<file path="config.mk">
export PLATFORM = sky130hd
export DESIGN_NAME = shpa_adapter
export DESIGN_NICKNAME = d
export VERILOG_FILES = /design/src/shpa_pkg.sv /design/src/shpa_adapter.sv
export SDC_FILE = /design/constraint.sdc
export NUM_CORES = 1
export LEC_CHECK = 0
export ABC_AREA = 1
export BUFFER_PORTS_ARGS = -buffer_cell sky130_fd_sc_hd__buf_2
export CAP_MARGIN = 20
export CORE_MARGIN = 2
export CORE_UTILIZATION = 42
export CTS_BUF_LIST = sky130_fd_sc_hd__clkbuf_16
export CTS_CLUSTER_SIZE = 30
export DETAILED_ROUTE_END_ITERATION = 10
export GPL_ROUTABILITY_DRIVEN = 0
export PLACE_DENSITY = 0.67
export SYNTH_ARGS = -nofsm -noshare
export SYNTH_HDL_FRONTEND = slang
export SYNTH_SLANG_ARGS = --single-unit
</file>
<file path="constraint.sdc">
create_clock -name core_clk -period 0.97 [get_ports core_clk]
set_input_delay 0.194 -clock core_clk [delete_from_list [all_inputs] [get_ports core_clk]]
set_output_delay 0.194 -clock core_clk [all_outputs]
set_load 0.05 [all_outputs]
</file>
<file path="src/shpa_pkg.sv">
// Package of port offsets, status layout and opcodes for the host port adapter
package shpa_pkg;
    // ------------------------------------------------------------
    // Host port offsets
    // ------------------------------------------------------------
    localparam logic [1:0] INBOUND_BYTE_PORT   = 2'h0;
    localparam logic [1:0] LINE_STATE_PORT     = 2'h1;
    localparam logic [1:0] OUTBOUND_BYTE_PORT  = 2'h0;
    localparam logic [1:0] RESET_STROBE_PORT   = 2'h1;
    localparam logic [1:0] SELECT_STROBE_PORT  = 2'h2;
    // ------------------------------------------------------------
    // Status bit positions
    // ------------------------------------------------------------
    localparam int STAT_REQ_BIT  = 0;
    localparam int STAT_BUSY_BIT = 1;
    localparam int STAT_MSG_BIT  = 2;
    localparam int STAT_CD_BIT   = 3;
    localparam int STAT_IO_BIT   = 4;
    // ------------------------------------------------------------
    // Reset values
    // ------------------------------------------------------------
    localparam logic [7:0] DATA_RESET = 8'h00;
    localparam logic       ACK_RESET  = 1'b0;
    // ------------------------------------------------------------
    // Controller opcodes used by host software
    // ------------------------------------------------------------
    localparam logic [7:0] TEST_UNIT_READY_OPCODE = 8'h00;
    localparam logic [7:0] RETURN_TO_ZERO_OPCODE  = 8'h01;
    localparam logic [7:0] SENSE_OPCODE           = 8'h03;
    localparam logic [7:0] FORMAT_OPCODE          = 8'h04;
    localparam logic [7:0] READ_OPCODE            = 8'h08;
    localparam logic [7:0] WRITE_OPCODE           = 8'h0A;
    localparam logic [7:0] SEEK_OPCODE            = 8'h0B;
    localparam logic [7:0] DRIVE_GEOMETRY_OPCODE  = 8'h0C;
    localparam logic [7:0] SELECT_CODE            = 8'h01;
    localparam int         COMMAND_BYTES          = 6;
endpackage

</file>
<file path="src/shpa_adapter.sv">
// Host port adapter between a programmed-I/O port space and a SASI bus
`timescale 1ns/10ps
// Operation
// - Read of port 1 returns status lines; bits 7..5 read zero.
// - Every bus status line is inverted so asserted reads as 1.
// - Status bit 4 is direction, 1 means controller to host.
// - Status bit 3 is command/data, 1 means command information.
// - Status bit 2 is message line.
// - Status bit 1 is controller busy.
// - Status bit 0 is controller request.
// - Read of port 0 returns the byte on the bus data lines.
// - Write of port 1 resets controller, clears ack and releases the data driver; ports 2,3 read, 3 write idle.
// - Write of port 2 generates a select pulse.
// - Outbound latch passes data while enabled, holds after enable falls.
// - Latch enable comes from a write to port 0.
// - Trailing edge of a port 0 write strobe sets the acknowledge flip-flop.
// - Data driver enabled only while direction line shows host to controller.
// - While request is inactive the acknowledge flip-flop stays cleared.
module shpa_adapter (
    input  wire logic       core_clk,
    input  wire logic       srst,
    input  wire logic [1:0] host_addr,
    input  wire logic       host_rd_n,
    input  wire logic       host_wr_n,
    input  wire logic [7:0] host_wdata,
    output logic [7:0]      host_rdata,
    input  wire logic [7:0] bus_data_n_in,
    output logic [7:0]      bus_data_n_out,
    output logic            bus_data_oe_n,
    input  wire logic       bus_req_n,
    input  wire logic       bus_busy_n,
    input  wire logic       bus_msg_n,
    input  wire logic       bus_cd_n,
    input  wire logic       bus_io_n,
    output logic            bus_ack_n,
    output logic            bus_sel_n,
    output logic            bus_rst_n
);
    import shpa_pkg::*;

    typedef enum logic [1:0] {
        SHPA_IDLE   = 2'b01,
        SHPA_STROBE = 2'b10
    } shpa_wr_t;

    // ------------------------------------------------------------
    // Port decode helper
    // ------------------------------------------------------------
    // One place for strobe-and-address matching, shared by read and write
    function automatic logic port_hit(input logic       act,
                                      input logic [1:0] port,
                                      input logic [1:0] want);
        return act && (port == want);
    endfunction

    // ------------------------------------------------------------
    // Input synchronisers
    // ------------------------------------------------------------
    logic [7:0] data_s1;
    logic [7:0] data_s2;
    logic [4:0] line_s1;
    logic [4:0] line_s2;
    logic       rd_s1;
    logic       rd_s2;
    logic [2:0] wr_s1;
    logic [2:0] wr_s2;
    logic [7:0] wd_s1;
    logic [7:0] wd_s2;

    // Two flops per pin; first stage read only by the second
    always_ff @(posedge core_clk) begin
        data_s1 <= bus_data_n_in;
        data_s2 <= data_s1;
        line_s1 <= {bus_io_n, bus_cd_n, bus_msg_n, bus_busy_n, bus_req_n};
        line_s2 <= line_s1;
        rd_s1   <= host_rd_n;
        rd_s2   <= rd_s1;
        wr_s1   <= {host_wr_n, host_addr};
        wr_s2   <= wr_s1;
        wd_s1   <= host_wdata;
        wd_s2   <= wd_s1;
    end

    // ------------------------------------------------------------
    // Decode
    // ------------------------------------------------------------
    wire        rd_act     = ~rd_s2;
    wire        wr_act     = ~wr_s2[2];
    wire [1:0]  wr_port    = wr_s2[1:0];
    logic [1:0] rd_port_s1;
    logic [1:0] rd_port_s2;
    wire [4:0]  line_stat  = ~line_s2;
    wire        req_act    = line_stat[STAT_REQ_BIT];
    wire        dir_out    = ~line_stat[STAT_IO_BIT];
    wire [7:0]  stat_byte  = {3'b000, line_stat};
    wire        latch_en   = port_hit(wr_act, wr_port, OUTBOUND_BYTE_PORT);
    wire        rst_hit    = port_hit(wr_act, wr_port, RESET_STROBE_PORT);
    wire        sel_hit    = port_hit(wr_act, wr_port, SELECT_STROBE_PORT);
    logic       latch_en_q;
    wire        wr_trail   = latch_en_q && !wr_act;
    shpa_wr_t   wr_state;
    shpa_wr_t   next_wr_state;

    // Address sampled alongside the read strobe
    always_ff @(posedge core_clk) begin
        rd_port_s1 <= host_addr;
        rd_port_s2 <= rd_port_s1;
    end

    // Read mux; unused ports and idle cycles return zero so the host sees no junk
    wire       rd_data_hit = port_hit(rd_act, rd_port_s2, INBOUND_BYTE_PORT);
    wire       rd_stat_hit = port_hit(rd_act, rd_port_s2, LINE_STATE_PORT);
    wire [7:0] next_rdata  = rd_data_hit ? ~data_s2 :
                             rd_stat_hit ? stat_byte :
                             8'h00;

    // Strobe state: one pulse per write access
    always_comb begin
        case (wr_state)
            SHPA_IDLE:   next_wr_state = wr_act ? SHPA_STROBE : SHPA_IDLE;
            SHPA_STROBE: next_wr_state = wr_act ? SHPA_STROBE : SHPA_IDLE;
            default:     next_wr_state = SHPA_IDLE;
        endcase
    end
    wire first_wr = (wr_state == SHPA_IDLE) && wr_act;

    // ------------------------------------------------------------
    // Registers
    // ------------------------------------------------------------
    logic [7:0] out_latch;
    logic       ack;

    // Next values for every registered bus output, kept as plain wires
    wire        ack_clr     = !req_act || rst_hit;
    wire        next_ack_n  = ~((ack || wr_trail) && req_act && !rst_hit);
    wire [7:0]  next_data_n = ~(latch_en ? wd_s2 : out_latch);
    wire        next_oe_n   = ~(dir_out && !rst_hit);
    wire        next_sel_n  = ~(sel_hit && first_wr);
    wire        next_rst_n  = ~(rst_hit && first_wr);

    // Write strobe tracking; one state step per clock
    always_ff @(posedge core_clk) begin
        if (srst) begin
            wr_state   <= SHPA_IDLE;
            latch_en_q <= 1'b0;
        end else begin
            wr_state   <= next_wr_state;
            latch_en_q <= latch_en;
        end
    end

    // Host read register; registered so the host sees a settled byte
    always_ff @(posedge core_clk) begin
        if (srst) begin
            host_rdata <= 8'h00;
        end else begin
            host_rdata <= next_rdata;
        end
    end

    // Latch modelled as a flop that follows while enabled, holds otherwise.
    // Trade-off: one clock of delay instead of a true level-sensitive latch.
    always_ff @(posedge core_clk) begin
        if (srst) begin
            out_latch <= DATA_RESET;
        end else if (latch_en) begin
            out_latch <= wd_s2;
        end
    end

    // Acknowledge flop: clear beats set, so a dropping request always wins
    always_ff @(posedge core_clk) begin
        if (srst) begin
            ack <= ACK_RESET;
        end else if (ack_clr) begin
            ack <= 1'b0;
        end else if (wr_trail) begin
            ack <= 1'b1;
        end
    end

    // Bus side outputs; released and idle levels while in reset
    always_ff @(posedge core_clk) begin
        if (srst) begin
            bus_ack_n      <= 1'b1;
            bus_data_n_out <= 8'hFF;
            bus_data_oe_n  <= 1'b1;
        end else begin
            bus_ack_n      <= next_ack_n;
            bus_data_n_out <= next_data_n;
            bus_data_oe_n  <= next_oe_n;
        end
    end

    // Strobes last one clock; a write held longer does not repeat them
    always_ff @(posedge core_clk) begin
        if (srst) begin
            bus_sel_n <= 1'b1;
            bus_rst_n <= 1'b1;
        end else begin
            bus_sel_n <= next_sel_n;
            bus_rst_n <= next_rst_n;
        end
    end

    // ------------------------------------------------------------
    // Assertions
    // ------------------------------------------------------------
    property p_ack_clear;
        @(posedge core_clk) disable iff (srst) !req_act |=> bus_ack_n;
    endproperty
    a_ack_clear: assert property (p_ack_clear) else $error("ack with request idle");

    property p_ack_set;
        @(posedge core_clk) disable iff (srst)
            (wr_trail && req_act && !rst_hit) |=> !bus_ack_n;
    endproperty
    a_ack_set: assert property (p_ack_set) else $error("ack not set after write");

    property p_oe_dir;
        @(posedge core_clk) disable iff (srst) !dir_out |=> bus_data_oe_n;
    endproperty
    a_oe_dir: assert property (p_oe_dir) else $error("driver on in input phase");

    property p_stat;
        @(posedge core_clk) disable iff (srst)
            (rd_act && rd_port_s2 == LINE_STATE_PORT) |=>
            host_rdata == {3'b000, ~$past(line_s2)};
    endproperty
    a_stat: assert property (p_stat) else $error("status byte wrong");

    property p_rdata;
        @(posedge core_clk) disable iff (srst)
            (rd_act && rd_port_s2 == INBOUND_BYTE_PORT) |=> host_rdata == ~$past(data_s2);
    endproperty
    a_rdata: assert property (p_rdata) else $error("read data wrong");

    property p_sel;
        @(posedge core_clk) disable iff (srst) (sel_hit && first_wr) |=> !bus_sel_n ##1 bus_sel_n;
    endproperty
    a_sel: assert property (p_sel) else $error("select pulse wrong");

    property p_rst;
        @(posedge core_clk) disable iff (srst) (rst_hit && first_wr) |=> !bus_rst_n && bus_ack_n;
    endproperty
    a_rst: assert property (p_rst) else $error("reset strobe wrong");

    property p_hold;
        @(posedge core_clk) disable iff (srst) !latch_en |=> out_latch == $past(out_latch);
    endproperty
    a_hold: assert property (p_hold) else $error("latch did not hold");

    property p_stat_top;
        @(posedge core_clk) disable iff (srst) rd_stat_hit |=> host_rdata[7:5] == 3'b000;
    endproperty
    a_stat_top: assert property (p_stat_top) else $error("unused status bits set");

    property p_stat_io;
        @(posedge core_clk) disable iff (srst)
            rd_stat_hit |=> host_rdata[STAT_IO_BIT] == !$past(bus_io_n, 3);
    endproperty
    a_stat_io: assert property (p_stat_io) else $error("direction bit wrong");

    property p_stat_cd;
        @(posedge core_clk) disable iff (srst)
            rd_stat_hit |=> host_rdata[STAT_CD_BIT] == !$past(bus_cd_n, 3);
    endproperty
    a_stat_cd: assert property (p_stat_cd) else $error("command bit wrong");

    property p_stat_msg;
        @(posedge core_clk) disable iff (srst)
            rd_stat_hit |=> host_rdata[STAT_MSG_BIT] == !$past(bus_msg_n, 3);
    endproperty
    a_stat_msg: assert property (p_stat_msg) else $error("message bit wrong");

    property p_stat_busy;
        @(posedge core_clk) disable iff (srst)
            rd_stat_hit |=> host_rdata[STAT_BUSY_BIT] == !$past(bus_busy_n, 3);
    endproperty
    a_stat_busy: assert property (p_stat_busy) else $error("busy bit wrong");

    property p_stat_req;
        @(posedge core_clk) disable iff (srst)
            rd_stat_hit |=> host_rdata[STAT_REQ_BIT] == !$past(bus_req_n, 3);
    endproperty
    a_stat_req: assert property (p_stat_req) else $error("request bit wrong");

    property p_data_pin;
        @(posedge core_clk) disable iff (srst)
            rd_data_hit |=> host_rdata == ~$past(bus_data_n_in, 3);
    endproperty
    a_data_pin: assert property (p_data_pin) else $error("read byte not from bus");

    property p_rd_idle;
        @(posedge core_clk) disable iff (srst) !(rd_data_hit || rd_stat_hit) |=> host_rdata == 8'h00;
    endproperty
    a_rd_idle: assert property (p_rd_idle) else $error("idle read not zero");

    property p_latch_pass;
        @(posedge core_clk) disable iff (srst) latch_en |=> out_latch == $past(wd_s2);
    endproperty
    a_latch_pass: assert property (p_latch_pass) else $error("latch did not pass");

    property p_drive_val;
        @(posedge core_clk) disable iff (srst)
            latch_en |=> bus_data_n_out == ~$past(wd_s2);
    endproperty
    a_drive_val: assert property (p_drive_val) else $error("driven byte wrong");

    property p_oe_on;
        @(posedge core_clk) disable iff (srst) (dir_out && !rst_hit) |=> !bus_data_oe_n;
    endproperty
    a_oe_on: assert property (p_oe_on) else $error("driver off in output phase");

    property p_rst_release;
        @(posedge core_clk) disable iff (srst) rst_hit |=> bus_data_oe_n && bus_ack_n && !ack;
    endproperty
    a_rst_release: assert property (p_rst_release) else $error("reset strobe left bus busy");

    property p_ack_stand;
        @(posedge core_clk) disable iff (srst) (!bus_ack_n && req_act && !rst_hit) |=> !bus_ack_n;
    endproperty
    a_ack_stand: assert property (p_ack_stand) else $error("ack dropped early");

    property p_req_sync;
        @(posedge core_clk) disable iff (srst) req_act == !$past(bus_req_n, 2);
    endproperty
    a_req_sync: assert property (p_req_sync) else $error("request not two stages");

    property p_sel_quiet;
        @(posedge core_clk) disable iff (srst) !(sel_hit && first_wr) |=> bus_sel_n;
    endproperty
    a_sel_quiet: assert property (p_sel_quiet) else $error("stray select pulse");

    property p_rst_quiet;
        @(posedge core_clk) disable iff (srst) !(rst_hit && first_wr) |=> bus_rst_n;
    endproperty
    a_rst_quiet: assert property (p_rst_quiet) else $error("stray reset pulse");

    property p_state_hot;
        @(posedge core_clk) disable iff (srst) $onehot(wr_state);
    endproperty
    a_state_hot: assert property (p_state_hot) else $error("strobe state not one-hot");
endmodule

</file>
# --- Word-level counts from Yosys, hierarchy flattened ---
# Index checks and enable logic that the tools add are counted.
op_classes:
  addsub: 0
  n_mul: 0
  div_mod_pow: 0
  n_lt_le_gt_ge: 0
  eq_ne: 5
  shift: 0
  mux: 4
  bitwise_logic: 11
  reduce_logical: 21
op_table:
  columns: ["cell", "count"]
  rows:
  - ["8-bit two-way mux", 2]
  - ["8-bit inverter", 2]
  - ["1-bit logical AND", 12]
  - ["1-bit inverter", 8]
  - ["2-bit by 1-bit equality test with 1-bit output, second input constant", 3]
  - ["2-bit OR reduction", 3]
  - ["5-bit two-way mux", 1]
  - ["5-bit inverter", 1]
  - ["2-bit equality test, second input constant", 2]
  - ["2-bit logical NOT", 2]
  - ["1-bit logical NOT", 2]
  - ["1-bit logical OR", 2]
  - ["2-bit two-way mux", 1]
word_totals:
  register_bits: 86
  latch_bits: 0
  mem_bits_rw: 0
  romBits: 0
  input_bits: 27
  out_inout_bits: 20
  word_cells: 63
  memories: 0

# --- Longest topological paths before layout ---
depth:
  word_depth: 5
  depth_mapped: 5
  depth_no_buf: 5

# --- Worst setup path after synthesis ---
# No wires, ideal clock.
synth_path:
  path_type: "reg2reg"
  from: "reg wr_s2[1]"
  to: "reg (tool-made name)"
  setup_time_ps: 118
  arrival_ps: 796
  required_time_ps: 852
  slack_ps: 56
  stages_incl_launch_ff: 6
  n_path_buf: 1
  period_less_slack_ps: 914
  path_cell_list: "dfxtp_1 nor2_4 buf_6 nand3_1 nand2_1 nor2_1"
synth_rtl:
  columns: ["element", "line_no", "rtl"]
  rows:
  - ["start, declared", "shpa_adapter.sv:66", "logic [2:0] wr_s2;"]
  - ["start signal, assigned", "shpa_adapter.sv:79", "wr_s2 <= wr_s1;"]

# --- Worst setup path in the final report ---
layout_path:
  from: "reg bus_data_n_out[2]"
  to: "out bus_data_n_out[2]"
layout_rtl:
  columns: ["element", "line_no", "rtl"]
  rows:
  - ["start, declared", "shpa_adapter.sv:28", "output logic [7:0] bus_data_n_out,"]
  - ["start signal, assigned", "shpa_adapter.sv:190", "bus_data_n_out <= next_data_n;"]
# No word-level cell between the ends.

==> metrics <==
vias per inst=4.13; critical setup path kind=reg2out; CP max stage delay=0.33 ns; clock skew=0.00455 ns; r2r setup slk=-0.02 ns; post-synthesis cell count=183; DR iter-0 viols=42; slowest cell on the critical path=dfxtp_2; Port Buffers=46; clk buf depth=2; initial antenna violation count=0; Area after DPL=2480 um2; Total Power=7.29 mW; Min Hold Slack=0.160 ns; Avg Inst Size Synth=11.6 um2; CP startpoint kind=flip-flop; multiplexer share of the synthesized area=0%; CTS tree=done; Clock transition at path regs=0.05 ns; most frequent cells in the layout=58 x dfxtp_1, 26 x buf_2, 25 x dlygate4sd3_1; post-route setup TNS=-0.434 ns; fmax=0.999 GHz; Final Cycle Share=103%; Worst slew margin=87.7%; share of layout cells above drive strength 1=38.9%; Setup WS pre-CTS=-0.0752 ns; CP arrival=0.81 ns; Pre-Repair DR Iteration Count=4; clock buffer count from CTS=9; Synth Area in XOR/XNOR=0%; YS warnings=0; FILL cells=341; area of the multi-input gates=420 um2; CP required=0.78 ns; Power Density=2220 nW/um2; H-tree Lvls=3; Clock Latency Late Sink=0.33 ns; RSZ-0062 raised after global routing=yes; Final Instance Area=3280 um2; Synth top area share=77.3%; Sink Count=82; Synth area leaders=dfxtp_1 77%, nand2_1 4.4%, inv_1 4.1%; Root Buffer=clkbuf_16; Post-CTS Setup Bufs=0; status=finished, violations left; DRC viols=0; Final min period=1.00 ns; DRT Wirelength=3730 um; Top Family by Delay on Critical Path=flip-flops; VDD IR-drop max=1.23 mV; Worst Path Buf+Inv=1; ANT cells=0; HP Class=in2reg; Seq/Total Area, Yosys=77.3%; vias in the first global route=1360; PnR worst setup slack=-0.0312 ns; maxcap violations=0; largest net degree at the start of global routing=14; syn_nets=211; Compound-Gate Fraction of Synth Area=1.18%; CORE AREA=4790 um2; Final Hold Fails=0; post-synthesis adder-cell area fraction=0.589%; Mapped Area=2120 um2; Yosys cell types=16; IO Pins=47; Register Area=1670 um2; std cell rows=25; crit path max fanout=1; CP cell instances=buf_6; initial core utilization=44.4%; Static Leak=1.50 nW; Slew Viols, Final=0; Final Setup Violations=25; synth-to-layout area growth=54.5%; largest family of logic cells by synthesized area=simple AND/OR/NAND/NOR gates; Total GRT Usage=15.1%; DR WL/cell=10.9 um; Slew @ Worst Pin=0.183 ns; global-route wire length before repair=5870 um; Crit. End Element=output port; Total Nets Final=298; Die Area=5640 um2; grt ovf=0; Yosys top cell by area=dfxtp_1; vias=1414; synthesized flop and latch total=82; Synth Area in Simple Gates=15.5%; HPWL after DPL=2270 um; failing checks=setup timing; chip width=75.1 um; commonest non-fill, non-tap cell in the layout=dfxtp_1; Die H=75.1 um; final antenna-violating net count=0
-- where the power goes --
part	internal (mW)	switching [mW]	leakage (nW)
Clock	1.96	1.20	0.146
Combinational	0.255	0.268	0.673
Sequential	3.54	0.0563	0.683
Total	5.76	1.53	1.50
-- metal layers --
metal / routed length (um) / GRT usage, %
met3: 158 / 4.95
met4: 108 / 11.9
met1: 1530 / 16.5
met2: 1930 / 24.0
met5: 0 / 0
-- cells in the mapped netlist, drive strengths merged --
cell type / count
inv: 23
nand2: 26
nor2: 17
ha: 1
nor3b: 1
o21ai: 5
dfxtp: 82
buf: 4
nand3: 15
nand4: 1
nand3b: 8
-- final timing paths --
path	start	end	cells after the start
min	srst	latch_en_q	2
max	bus_data_n_out[2]	bus_data_n_out[2]	1
max reg2reg	rd_port_s2[0]	flip-flop	5
min reg2reg	rd_port_s1[0]	rd_port_s2[0]	0
-- stage by stage --
step | std cells | util, %
after global routing | 342 | 68.6
after detailed placement | 301 | 51.8
after CTS | 342 | 67.1
after global placement | 301 | 51.8
after floorplan | 183 | -
final | 342 | 68.6
-- timing repair --
| action | CTS | global route |
|---|---|---|
| hold buffers | 25 | 0 |
| pin swaps | 0 | 15 |
| resized for setup | 72 | 25 |
| endpoints found under the hold margin | 25 | 0 |
| setup endpoints to repair | 29 | 44 |
-- area by class of cell --
type                    instances  share of cell area, %
clock inverters                 7                   1.87
clock buffers                   9                   6.86
well taps                      67                   2.55
flip-flops and latches         82                   50.9
inverters                      23                   2.63
repair buffers                 80                   22.3
multi-input cells              74                   12.8
-- flip-flops by register name, summed over array words and instances (netlist names), 2 cells and up, named ones only --
name,flops
line_s2,5
line_s1,5
host_rdata,8
bus_data_n_out,8
data_s1,8
data_s2,8
wd_s2,8
wd_s1,8
wr_state,2
wr_s2,2
wr_s1,2
-- cells by family after synthesis --
logic type      count (synthesis)
compound gates                  5
flops                          82
fa+ha+maj                       1
simple gates                   68
buf+inv                        27
Note: power is estimated with default switching activity, not from simulation.
